--- config.mk ---
export PLATFORM = sky130hd
export DESIGN_NAME = phy_event_interrupt_status
export DESIGN_NICKNAME = d
export VERILOG_FILES = /design/src/common/phyevt_pkg.sv /design/src/logic/phyevt_jabber_timer.sv /design/src/logic/phy_event_interrupt_status.sv
export SDC_FILE = /design/constraint.sdc
export NUM_CORES = 1
export LEC_CHECK = 0
export BUFFER_PORTS_ARGS = -buffer_cell sky130_fd_sc_hd__buf_2
export CORE_MARGIN = 3
export CORE_UTILIZATION = 35
export DETAILED_ROUTE_END_ITERATION = 6
export PLACE_DENSITY = 0.58
export SLEW_MARGIN = 20
export SYNTH_ARGS = -nofsm -noshare
export SYNTH_HDL_FRONTEND = slang
export SYNTH_HIERARCHICAL = 1
export SYNTH_SLANG_ARGS = --single-unit
--- constraint.sdc ---
create_clock -name clk -period 3.74 [get_ports clk]
set_input_delay 0.374 -clock clk [delete_from_list [all_inputs] [get_ports clk]]
set_output_delay 0.374 -clock clk [all_outputs]
set_load 0.01 [all_outputs]
--- src/common/phyevt_pkg.sv ---
//------------------------------------------------------------------------------
// shared constants for the event status collector
//------------------------------------------------------------------------------
package phyevt_pkg;

   //---------------------------------------------------------------------------
   // clock and timing
   //---------------------------------------------------------------------------
   localparam int unsigned CLK_HZ         = 20_000_000;  // core clock rate
   localparam int unsigned JABBER_LIMIT_MS = 105;        // longest 10 Mb/s transmission
   // longest time, so round down; exact at 20 MHz
   localparam int unsigned JABBER_CYCLES  = JABBER_LIMIT_MS * (CLK_HZ / 1000);
   localparam int unsigned JAB_CNT_W      = 22;          // holds JABBER_CYCLES

   //---------------------------------------------------------------------------
   // register bus
   //---------------------------------------------------------------------------
   localparam int unsigned ADDR_W = 5;                   // register index width
   localparam int unsigned DATA_W = 16;                  // register width

   localparam logic [4:0] BASIC_STATUS_ADDR = 5'h01;     // basic status view
   localparam logic [4:0] EVENT_STATUS_ADDR = 5'h11;     // phy_event_status
   localparam logic [4:0] SELF_STATUS_ADDR  = 5'h19;     // live link state
   localparam logic [4:0] CONFIG_ADDR       = 5'h1C;     // compatibility bit
   localparam logic [4:0] EVENT_MASK_ADDR   = 5'h1E;     // per-event enables

   //---------------------------------------------------------------------------
   // phy_event_status field positions
   //---------------------------------------------------------------------------
   localparam int unsigned CIM_UNSTABLE_BIT  = 15;
   localparam int unsigned LINK_CHANGE_BIT   = 14;
   localparam int unsigned LOCK_CHANGE_BIT   = 13;
   localparam int unsigned PREMATURE_END_BIT = 12;
   localparam int unsigned DISC_MSB_BIT      = 11;
   localparam int unsigned FALSE_MSB_BIT     = 10;
   localparam int unsigned RXERR_MSB_BIT     = 9;
   localparam int unsigned ELASTIC_FAULT_BIT = 8;
   localparam int unsigned RESET_DONE_BIT    = 7;
   localparam int unsigned JABBER_BIT        = 6;
   localparam int unsigned AN_COMPLETE_BIT   = 5;
   localparam int unsigned PD_FAULT_BIT      = 4;
   localparam int unsigned PD_FAIL_BIT       = 3;
   localparam int unsigned REMOTE_FAULT_BIT  = 2;
   localparam int unsigned PAGE_RX_BIT       = 1;
   localparam logic [15:0] STATUS_RESET      = 16'h0000;
   localparam logic [15:0] STATUS_USED       = 16'hFFFE;  // bit 0 reads zero

   //---------------------------------------------------------------------------
   // other register fields
   //---------------------------------------------------------------------------
   localparam logic [15:0] MASK_RESET       = 16'h4080;   // link change, reset done
   localparam int unsigned COMPAT_BIT       = 0;          // in CONFIG_ADDR
   localparam int unsigned BASIC_AN_BIT     = 5;          // in BASIC_STATUS_ADDR
   localparam int unsigned BASIC_JABBER_BIT = 1;          // in BASIC_STATUS_ADDR
   localparam int unsigned SELF_LINK_BIT    = 0;          // in SELF_STATUS_ADDR
   localparam int unsigned SELF_LOCK_BIT    = 1;          // in SELF_STATUS_ADDR

   //---------------------------------------------------------------------------
   // elastic buffer and frame checks
   //---------------------------------------------------------------------------
   localparam int unsigned EB_DEPTH   = 10;               // bits of slip storage
   localparam int unsigned EB_LVL_W   = 4;
   localparam int unsigned IDLE_LIMIT = 2;                // consecutive idle codes

   typedef enum logic [1:0] {
      PHYEVT_JAB_IDLE   = 2'b00,
      PHYEVT_JAB_TIMING = 2'b01,
      PHYEVT_JAB_CUTOFF = 2'b10
   } phyevt_jab_state_t;

endpackage : phyevt_pkg

--- src/logic/phyevt_jabber_timer.sv ---
`timescale 1ns/1ps
//------------------------------------------------------------------------------
// jabber watchdog for 10 Mb/s transmissions
//------------------------------------------------------------------------------
module phyevt_jabber_timer
   import phyevt_pkg::*;
#(
   parameter int unsigned LIMIT = JABBER_CYCLES           // cycles before cutoff
) (
   input  wire logic clk,
   input  wire logic resetn,
   input  wire logic txActive,                            // transmit in progress
   input  wire logic tenMode,                             // 10BASE-T selected
   output logic      cutoff,                              // transmit held off
   output logic      jabEvent                             // one-cycle detection
);

   typedef struct packed {
      phyevt_jab_state_t      state;                      // watchdog phase
      logic [JAB_CNT_W-1:0]   count;                      // cycles of this frame
      logic                   cutoff;                     // registered cutoff
      logic                   jabEvent;                   // registered pulse
   } phyevt_jab_regs_t;

   phyevt_jab_regs_t r_q;                                 // current state
   phyevt_jab_regs_t r_d;                                 // next state

   localparam logic [JAB_CNT_W-1:0] LAST = JAB_CNT_W'(LIMIT - 1);

   //---------------------------------------------------------------------------
   // next state
   //---------------------------------------------------------------------------
   // fast ethernet has no jabber rule, so the timer only runs in ten mode
   always_comb begin
      r_d          = r_q;
      r_d.jabEvent = 1'b0;
      unique case (r_q.state)
         PHYEVT_JAB_IDLE: begin
            r_d.count = '0;
            if (txActive && tenMode) begin
               r_d.state = PHYEVT_JAB_TIMING;
            end
         end
         PHYEVT_JAB_TIMING: begin
            if (!txActive || !tenMode) begin
               r_d.state = PHYEVT_JAB_IDLE;
            end else if (r_q.count == LAST) begin
               r_d.state    = PHYEVT_JAB_CUTOFF;
               r_d.cutoff   = 1'b1;
               r_d.jabEvent = 1'b1;
            end else begin
               r_d.count = r_q.count + JAB_CNT_W'(1);
            end
         end
         PHYEVT_JAB_CUTOFF: begin
            // hold off until the mac gives up the frame
            if (!txActive) begin
               r_d.state  = PHYEVT_JAB_IDLE;
               r_d.cutoff = 1'b0;
            end
         end
         default: begin
            r_d.state  = PHYEVT_JAB_IDLE;
            r_d.cutoff = 1'b0;
         end
      endcase
   end

   //---------------------------------------------------------------------------
   // state register
   //---------------------------------------------------------------------------
   always_ff @(posedge clk) begin
      if (!resetn) begin
         r_q <= '{state: PHYEVT_JAB_IDLE, count: '0, cutoff: 1'b0, jabEvent: 1'b0};
      end else begin
         r_q <= r_d;
      end
   end

   assign cutoff   = r_q.cutoff;
   assign jabEvent = r_q.jabEvent;

endmodule : phyevt_jabber_timer

--- src/logic/phy_event_interrupt_status.sv ---
// Added by the designer: the plain strobed port.
`timescale 1ns/1ps
//------------------------------------------------------------------------------
// Functional notes
// - status register records interrupt causes
// - reading status clears every bit
// - bit 15 on carrier integrity instability
// - bit 14 on any link change
// - bit 13 on descrambler lock change
// - bit 12 on two idles before delimiter, at 100 Mb/s only
// - bit 11 when disconnect count msb sets
// - bit 10 when false carrier msb sets
// - bit 9 when receive error msb sets
// - bit 8 on elastic fault, abort frame
// - elastic buffer ten bits deep
// - bit 7 when calibration completes
// - ten mode jabber cutoff after 105 ms
// - jabber latched until either read or reset
// - no jabber in 100 Mb/s mode
// - bit 5 on auto-negotiation complete
// - bit 4 on parallel detection fault
// - bit 3 on unadvertised parallel detect
// - bit 2 on partner remote fault
// - bit 2 on far-end fault without negotiation, at 100 Mb/s only
// - bit 1 on each verified page
// - mask enables gate events onto interrupt
// - compatibility mode disables and locks mask
//------------------------------------------------------------------------------
module phy_event_interrupt_status
   import phyevt_pkg::*;
#(
   parameter int unsigned JAB_LIMIT = JABBER_CYCLES,      // shorten in simulation
   parameter int unsigned EBUF_DEPTH = EB_DEPTH           // elastic slip storage
) (
   input  wire logic              clk,
   input  wire logic              resetn,
   // register port
   input  wire logic [ADDR_W-1:0] regAddr,                // register index
   input  wire logic [DATA_W-1:0] regWdata,               // write data
   input  wire logic              regWr,                  // write strobe
   input  wire logic              regRd,                  // read strobe
   output logic      [DATA_W-1:0] regRdata,               // data one cycle on
   // mode inputs
   input  wire logic              speed100,               // 100 Mb/s selected
   input  wire logic              anEnable,               // negotiation enabled
   // event sources
   input  wire logic              cimUnstable,            // integrity monitor pulse
   input  wire logic              linkUp,                 // link state level
   input  wire logic              descramLocked,          // lock state level
   input  wire logic              rxInFrame,              // inside a received frame
   input  wire logic              rxCodeStb,              // one code group seen
   input  wire logic              rxCodeIdle,             // that group was idle
   input  wire logic              rxEsdSeen,              // end_of_stream_delimiter
   input  wire logic              disconnectCountMsb,     // disconnect_count msb
   input  wire logic              falseCarrierCountMsb,   // false_carrier_count msb
   input  wire logic              receiveErrorCountMsb,   // receive_error_count msb
   input  wire logic              ebPush,                 // bit into elastic buffer
   input  wire logic              ebPop,                  // bit out of elastic buffer
   input  wire logic              calDone,                // calibration finished level
   input  wire logic              txActive,               // transmit in progress
   input  wire logic              anComplete,             // negotiation done pulse
   input  wire logic              pdFault,                // parallel detect fault pulse
   input  wire logic              pdFail,                 // unadvertised detect pulse
   input  wire logic              lpRemoteFault,          // partner fault flag level
   input  wire logic              farEndFault,            // far-end fault level
   input  wire logic              pageReceived,           // verified page pulse
   // outputs
   output logic                   irqN,                   // interrupt, active low
   output logic                   txJabberCutoff,         // transmit held off
   output logic                   frameAbort              // elastic fault abort
);

   //---------------------------------------------------------------------------
   // state
   //---------------------------------------------------------------------------
   typedef struct packed {
      logic [DATA_W-1:0]   status;                        // sticky event bits
      logic [DATA_W-1:0]   mask;                          // per-event enables
      logic                compat;                        // compatibility mode
      logic                prevLink;                      // for change detect
      logic                prevLock;                      // for change detect
      logic                prevDisc;                      // msb history
      logic                prevFalse;                     // msb history
      logic                prevRxErr;                     // msb history
      logic                prevCal;                       // calibration history
      logic                prevLpRf;                      // partner fault history
      logic                prevFef;                       // far-end fault history
      logic                histValid;                     // history loaded
      logic [1:0]          idleRun;                       // consecutive idles
      logic [EB_LVL_W-1:0] ebLevel;                       // elastic fill level
      logic [DATA_W-1:0]   rdata;                         // read data register
      logic                irqN;                          // registered pin
      logic                cutoff;                        // registered cutoff
      logic                frameAbort;                    // registered abort
   } phyevt_regs_t;

   phyevt_regs_t r_q;                                     // current state
   phyevt_regs_t r_d;                                     // next state

   logic jabCutoff;                                       // from watchdog
   logic jabEvent;                                        // watchdog detection

   localparam logic [EB_LVL_W-1:0] EB_FULL = EB_LVL_W'(EBUF_DEPTH);
   localparam logic [EB_LVL_W-1:0] EB_HALF = EB_LVL_W'(EBUF_DEPTH / 2);

   //---------------------------------------------------------------------------
   // helpers
   //---------------------------------------------------------------------------
   // rising edge of a level, gated until history is valid after reset
   function automatic logic rose(input logic now, input logic prev, input logic ok);
      rose = ok && now && !prev;
   endfunction : rose

   // read strobe aimed at one register
   function automatic logic readOf(input logic [ADDR_W-1:0] a);
      readOf = regRd && (regAddr == a);
   endfunction : readOf

   //---------------------------------------------------------------------------
   // jabber watchdog
   //---------------------------------------------------------------------------
   phyevt_jabber_timer #(
      .LIMIT    (JAB_LIMIT)
   ) u_jabber (
      .clk      (clk),
      .resetn   (resetn),
      .txActive (txActive),
      .tenMode  (!speed100),
      .cutoff   (jabCutoff),
      .jabEvent (jabEvent)
   );

   //---------------------------------------------------------------------------
   // next state
   //---------------------------------------------------------------------------
   always_comb begin
      logic [DATA_W-1:0] events;                          // this cycle's causes
      logic [DATA_W-1:0] kept;                            // status after clears
      logic [DATA_W-1:0] effMask;                         // enables in force
      logic              ebOver;                          // push into full buffer
      logic              ebUnder;                         // pop from empty buffer
      logic              prematureEnd;                    // idle run completed
      events       = '0;
      kept         = '0;
      effMask      = '0;
      ebOver       = 1'b0;
      ebUnder      = 1'b0;
      prematureEnd = 1'b0;
      r_d          = r_q;

      // history is loaded one cycle after reset so levels already high at
      // release are not mistaken for fresh edges
      r_d.histValid = 1'b1;
      r_d.prevLink  = linkUp;
      r_d.prevLock  = descramLocked;
      r_d.prevDisc  = disconnectCountMsb;
      r_d.prevFalse = falseCarrierCountMsb;
      r_d.prevRxErr = receiveErrorCountMsb;
      r_d.prevCal   = calDone;
      r_d.prevLpRf  = lpRemoteFault;
      r_d.prevFef   = farEndFault;

      // premature end: idle groups counted only inside a 100 Mb/s frame
      if (!rxInFrame || rxEsdSeen || !speed100) begin
         r_d.idleRun = '0;
      end else if (rxCodeStb) begin
         if (!rxCodeIdle) begin
            r_d.idleRun = '0;
         end else if (r_q.idleRun == 2'(IDLE_LIMIT - 1)) begin
            prematureEnd = 1'b1;
            r_d.idleRun  = '0;
         end else begin
            r_d.idleRun = r_q.idleRun + 2'(1);
         end
      end

      // elastic buffer fill; simultaneous push and pop keeps the level
      ebOver  = ebPush && !ebPop && (r_q.ebLevel == EB_FULL);
      ebUnder = ebPop && !ebPush && (r_q.ebLevel == '0);
      if (ebOver || ebUnder) begin
         r_d.ebLevel = EB_HALF;                           // recentre for next frame
      end else if (ebPush && !ebPop) begin
         r_d.ebLevel = r_q.ebLevel + EB_LVL_W'(1);
      end else if (ebPop && !ebPush) begin
         r_d.ebLevel = r_q.ebLevel - EB_LVL_W'(1);
      end
      r_d.frameAbort = ebOver || ebUnder;

      // event collection
      events[CIM_UNSTABLE_BIT]  = cimUnstable;
      events[LINK_CHANGE_BIT]   = r_q.histValid && (linkUp != r_q.prevLink);
      events[LOCK_CHANGE_BIT]   = r_q.histValid && (descramLocked != r_q.prevLock);
      events[PREMATURE_END_BIT] = prematureEnd;
      events[DISC_MSB_BIT]  = rose(disconnectCountMsb, r_q.prevDisc, r_q.histValid);
      events[FALSE_MSB_BIT] = rose(falseCarrierCountMsb, r_q.prevFalse, r_q.histValid);
      events[RXERR_MSB_BIT] = rose(receiveErrorCountMsb, r_q.prevRxErr, r_q.histValid);
      events[ELASTIC_FAULT_BIT] = ebOver || ebUnder;
      events[RESET_DONE_BIT]    = rose(calDone, r_q.prevCal, r_q.histValid);
      events[JABBER_BIT]        = jabEvent;
      events[AN_COMPLETE_BIT]   = anComplete;
      events[PD_FAULT_BIT]      = pdFault;
      events[PD_FAIL_BIT]       = pdFail;
      // remote fault source depends on whether negotiation is running
      if (anEnable) begin
         events[REMOTE_FAULT_BIT] = rose(lpRemoteFault, r_q.prevLpRf, r_q.histValid);
      end else begin
         events[REMOTE_FAULT_BIT] = speed100 &&
                                    rose(farEndFault, r_q.prevFef, r_q.histValid);
      end
      events[PAGE_RX_BIT]       = pageReceived;

      // clearing reads; jabber also clears on a basic status read
      kept = r_q.status;
      if (readOf(EVENT_STATUS_ADDR)) begin
         kept = '0;
      end else if (readOf(BASIC_STATUS_ADDR)) begin
         kept[JABBER_BIT] = 1'b0;
      end
      // a new event in the clearing cycle survives the clear
      r_d.status = (kept | events) & STATUS_USED;

      // configuration writes
      if (regWr && (regAddr == CONFIG_ADDR)) begin
         r_d.compat = regWdata[COMPAT_BIT];
      end
      // mask is frozen while compatibility mode holds
      if (regWr && (regAddr == EVENT_MASK_ADDR) && !r_q.compat) begin
         r_d.mask = regWdata & STATUS_USED;
      end

      // read data, registered; unmapped indices answer zero
      r_d.rdata = '0;
      if (regRd) begin
         unique case (regAddr)
            EVENT_STATUS_ADDR: r_d.rdata = r_q.status;
            EVENT_MASK_ADDR:   r_d.rdata = r_q.mask;
            CONFIG_ADDR:       r_d.rdata[COMPAT_BIT] = r_q.compat;
            BASIC_STATUS_ADDR: begin
               r_d.rdata[BASIC_JABBER_BIT] = r_q.status[JABBER_BIT];
               r_d.rdata[BASIC_AN_BIT]     = r_q.status[AN_COMPLETE_BIT];
            end
            SELF_STATUS_ADDR: begin
               r_d.rdata[SELF_LINK_BIT] = linkUp;
               r_d.rdata[SELF_LOCK_BIT] = descramLocked;
            end
            default: r_d.rdata = '0;
         endcase
      end

      // interrupt pin follows the next status so it drops with the read
      effMask  = r_q.compat ? '0 : r_q.mask;
      r_d.irqN = ~|(r_d.status & effMask);

      r_d.cutoff = jabCutoff;
   end

   //---------------------------------------------------------------------------
   // state register
   //---------------------------------------------------------------------------
   // reset also clears the latched jabber bit with the rest of status
   always_ff @(posedge clk) begin
      if (!resetn) begin
         r_q            <= '0;
         r_q.status     <= STATUS_RESET;
         r_q.mask       <= MASK_RESET;
         r_q.ebLevel    <= EB_HALF;
         r_q.irqN       <= 1'b1;
      end else begin
         r_q <= r_d;
      end
   end

   //---------------------------------------------------------------------------
   // outputs, all straight from flops
   //---------------------------------------------------------------------------
   assign regRdata       = r_q.rdata;
   assign irqN           = r_q.irqN;
   assign txJabberCutoff = r_q.cutoff;
   assign frameAbort     = r_q.frameAbort;

endmodule : phy_event_interrupt_status

==> flow_summary_export.csv <==
group,metric,value,unit
drt,vias,3638,
run,maxCapViolations,0,
die,initial_core_util,36.8,%
cts,tritoncts,"done",
logic_synthesis,synth.cell_area,0.00433,mm^2
logic_synthesis,synth_adder_area_share,1.91,%
cts,cts_root_buf,"clkbuf_16",
setup_path,critical_path.max_stage_delay,0.62,ns
place,placedCellCount,682,
sta,clock.fmax,0.427,GHz
power_and_ir_drop,power-per-cell-area,451,mW/mm^2
die,die_w,117,um
sta,tns,0,ns
cts,cts_hold_buffers,0,
drt,dr.first_iter.drc_count,326,
sta,count_of_endpoints_failing_hold_in_the_final_timing_report,0,
power_and_ir_drop,cellLeakagePower,2.02,nW
power_and_ir_drop,p_sw_share,22.9,%
setup_path,timing.critical_path.required,4.03,ns
cts,cts-htree-levels,3,
logic_synthesis,synth_compound_area_share,19.6,%
logic_synthesis,postSynth.asyncResetShare,0,%
drt,detailedRoute.firstPassIterationCount,5,
finish,drive_above_1_share,18.9,%
setup_path,critPathArrivalTime,2.63,ns
drt,average_detailed_routed_wire_length_per_instance,15.3,um
finish,layout.cells.non_filler,698,
setup_path,worstPathBufferInverterCount,0,
die,die_height,117,um
drt,drt_wl_total,10.7,mm
place,globalplace.congestion,0.881,
logic_synthesis,synth_flop_cell,"dfxtp_1",
setup_path,worst_path_dominant_cell_family,"simple AND/OR/NAND/NOR gates",
drt,ant_nets,0,
logic_synthesis,synth_nets,546,
logic_synthesis,synth_seq_area_share,42.1,%
setup_path,timing.critical_path.cells,"ha_1 -> and3_1 -> nand4_1 -> o21ai_2 -> and2_1 -> a211o_1",
logic_synthesis,syn_area_per_cell,8.78,um^2
place,detailed_place_hpwl,7.64,mm
logic_synthesis,synth-edff-count,0,
grt,grt_pass1_wl,17.0,mm
logic_synthesis,muxShareOfSynthArea,1.18,%
outcome,outcome,"finished, final reports clean",
power_and_ir_drop,power_frac_seq,45.5,%
place,port_buffers,65,
power_and_ir_drop,share_clk_of_total_power,47.4,%
grt,largest_net_degree_at_the_start_of_global_routing,38,
finish,diodes,0,
die,floorplan.core_area,0.0118,mm^2
logic_synthesis,postSynthCellCount,493,
sta,timing.max_slew.rel_slack,55.2,%
setup_path,criticalPathCategory,"reg -> reg",
power_and_ir_drop,comb_power_share,7.2,%
sta,drv_slew,0,
setup_path,cp_startpoint_kind,"flop",
power_and_ir_drop,vdd_drop_max,249,uV
cts,cts_sinks,91,
sta,worstMarginPinSlew,0.671,ns
cts,post-cts-setup-buffer-count,0,
drt,drc_violation_count_after_routing,0,
logic_synthesis,synth_cell_types,71,
min_path,timing.hold.worst.class,"in -> reg",
cts,clkLatencyLatePin,0.35,ns
finish,syn2layout_area_growth,14.8,%
sta,timing.clock.skew,0.00820,ns
grt,grt_pass1_vias,3352,
drt,vias_per_cell,5.21,
die,design.portCount,66,
grt,grt_resource_usage_total,16.0,%
cts,number_of_clock_buffers_inserted_by_tritoncts,9,
grt,grt_remaining_overflow,0,
die,fp-row-count,39,
grt,number_of_antenna_violations_at_the_first_check_in_global_routing,0,
sta,post_route_minimum_period,2.34,ns
logic_synthesis,synth_xor_xnor_area_share,1.01,%
power_and_ir_drop,p_int,1.73,mW
cts,ctsLongestPathBuffers,2,
cts,cts-resized-gates,0,
logic_synthesis,synthSimpleGateAreaFrac,27.4,%
sta,number_of_endpoints_failing_setup_at_the_final_stage,0,
die,die_area,0.0137,mm^2
setup_path,maximum_fanout_along_the_worst_path,14,
cts,cts.reportedPaths.clkPinSlew,0.06,ns
setup_path,cp_slowest_cell,"o21ai_2",
power_and_ir_drop,p_switching,0.513,mW
logic_synthesis,synth_top_family_by_area,"simple AND/OR/NAND/NOR gates",
setup_path,worstSetupEndpointType,"flop",
finish,design.final.nets,582,
logic_synthesis,ys.warnings.count,6,
logic_synthesis,synth_seq_cells,91,
sta,grt_setup_unrepaired,"false",
sta,min_period_over_period,62.6,%
sta,hold-worst-slack,0.244,ns
==> registers in the layout, summed over array words and instances, names as in the netlist <==
name	flops
r_q	46
u_jabber/r_q	24
regRdata	16
frameAbort	1
irqN	1
txJabberCutoff	1
u_jabber/cutoff	1
u_jabber/jabEvent	1
==> cell usage in the layout (no fill, tap or decap), drive strengths merged, types with 17 or more instances in the layout <==
cell,n
buf,66
a22oi,22
o21ai,21
a21boi,20
and2,17
dfxtp,91
nor2,31
a21oi,18
nand2,61
nand3,27
==> layer usage <==
metal  share of wire, %  up-vias  global-route usage, %
met1                 48     1711                   21.3
met5                  0        -                      0
met2                 47       81                   25.0
li1                   -     1835                      -
met3                4.4       11                   4.32
met4                1.4        0                   5.66
==> power by group through the flow <==
stage	Sequential, mW	Clock, mW	Combinational (mW)
3_3_place_gp	1.04	0	0.158
2_1_floorplan	1.03	0	0.106
6_report	1.02	1.06	0.161
4_1_cts	1.02	1.09	0.163
3_5_place_dp	1.04	0	0.162
5_1_grt	1.02	1.13	0.184
==> synth_stat cells (3+ instances only) <==
master    instances  share of area [%]
nor3_1            9                1.0
nor4b_1           3               0.61
xor2_1            4               0.81
a21boi_1          9                1.6
or3_1             3               0.43
inv_1            12                1.0
buf_2            11                1.3
nor2_1           30                2.6
a31oi_1           3               0.43
o211ai_1          3               0.52
nand2_1          60                5.2
buf_4            19                3.3
and4b_1           4               0.92
clkbuf_1         10               0.87
o21ai_1           3               0.35
a21boi_0         11                1.9
nand2b_1          3               0.43
nand3b_1          5               0.87
dfxtp_1          91                 42
nand3_1          26                3.0
mux2i_1           4               0.92
a21oi_1          18                2.1
ha_1              5                1.4
and3_1            8                1.2
nand4_1           8                1.2
nor2b_1          12                1.7
and2_1           15                2.2
a22oi_1          21                3.6
o21a_1            4               0.69
o21ai_0          17                2.0
and4_1            3               0.61
a211o_1           6                1.2
nor4_1            7                1.0
a21o_1            3               0.52
==> kinds of logic (layout without fill, tap and decap cells) <==
kind of cell    after synthesis  after routing
buf+inv                      53             94
xor+xnor                      5              5
flops                        91             91
mux                           5              5
compound gates              120            120
simple gates                213            213
fa+ha+maj                     6              6
==> stage by stage <==
stage / worst slack (ns) / instance area, um^2 / util [%] / power, mW
2_1_floorplan: 1.90 / 4330 / - / 1.14
3_3_place_gp: 1.37 / 4620 / 39.3 / 1.20
3_5_place_dp: 1.32 / 4620 / 39.3 / 1.20
4_1_cts: 1.39 / 4970 / 42.3 / 2.27
5_1_grt: 1.23 / 4970 / 42.3 / 2.33
6_report: 1.40 / 4970 / 42.3 / 2.24
==> final cells by class <==
cell class,instances,area [um^2]
well taps,164,205
clock inverters,7,124
clock buffers,9,225
inverters,12,45.0
fillers,1174,6790
repair buffers,66,333
multi-input cells,349,2220
flip-flops and latches,91,1820
==> worst min-delay path, stage by stage <==
cell and delay, ns:
buf_2 0.07, nand2_1 0.04, nand3_1 0.07
==> path summary, 6_finish.rpt <==
path         slack [ns]             from              end  depth (start not counted)
max                1.40  u_jabber/r_q[2]  u_jabber/r_q[9]                          6
min                0.24     regWdata[14]          r_q[49]                          3
max reg2reg        1.40  u_jabber/r_q[2]  u_jabber/r_q[9]                          6
min reg2reg        0.48          r_q[41]          r_q[41]                          2
(Power assumes the default switching activity.)
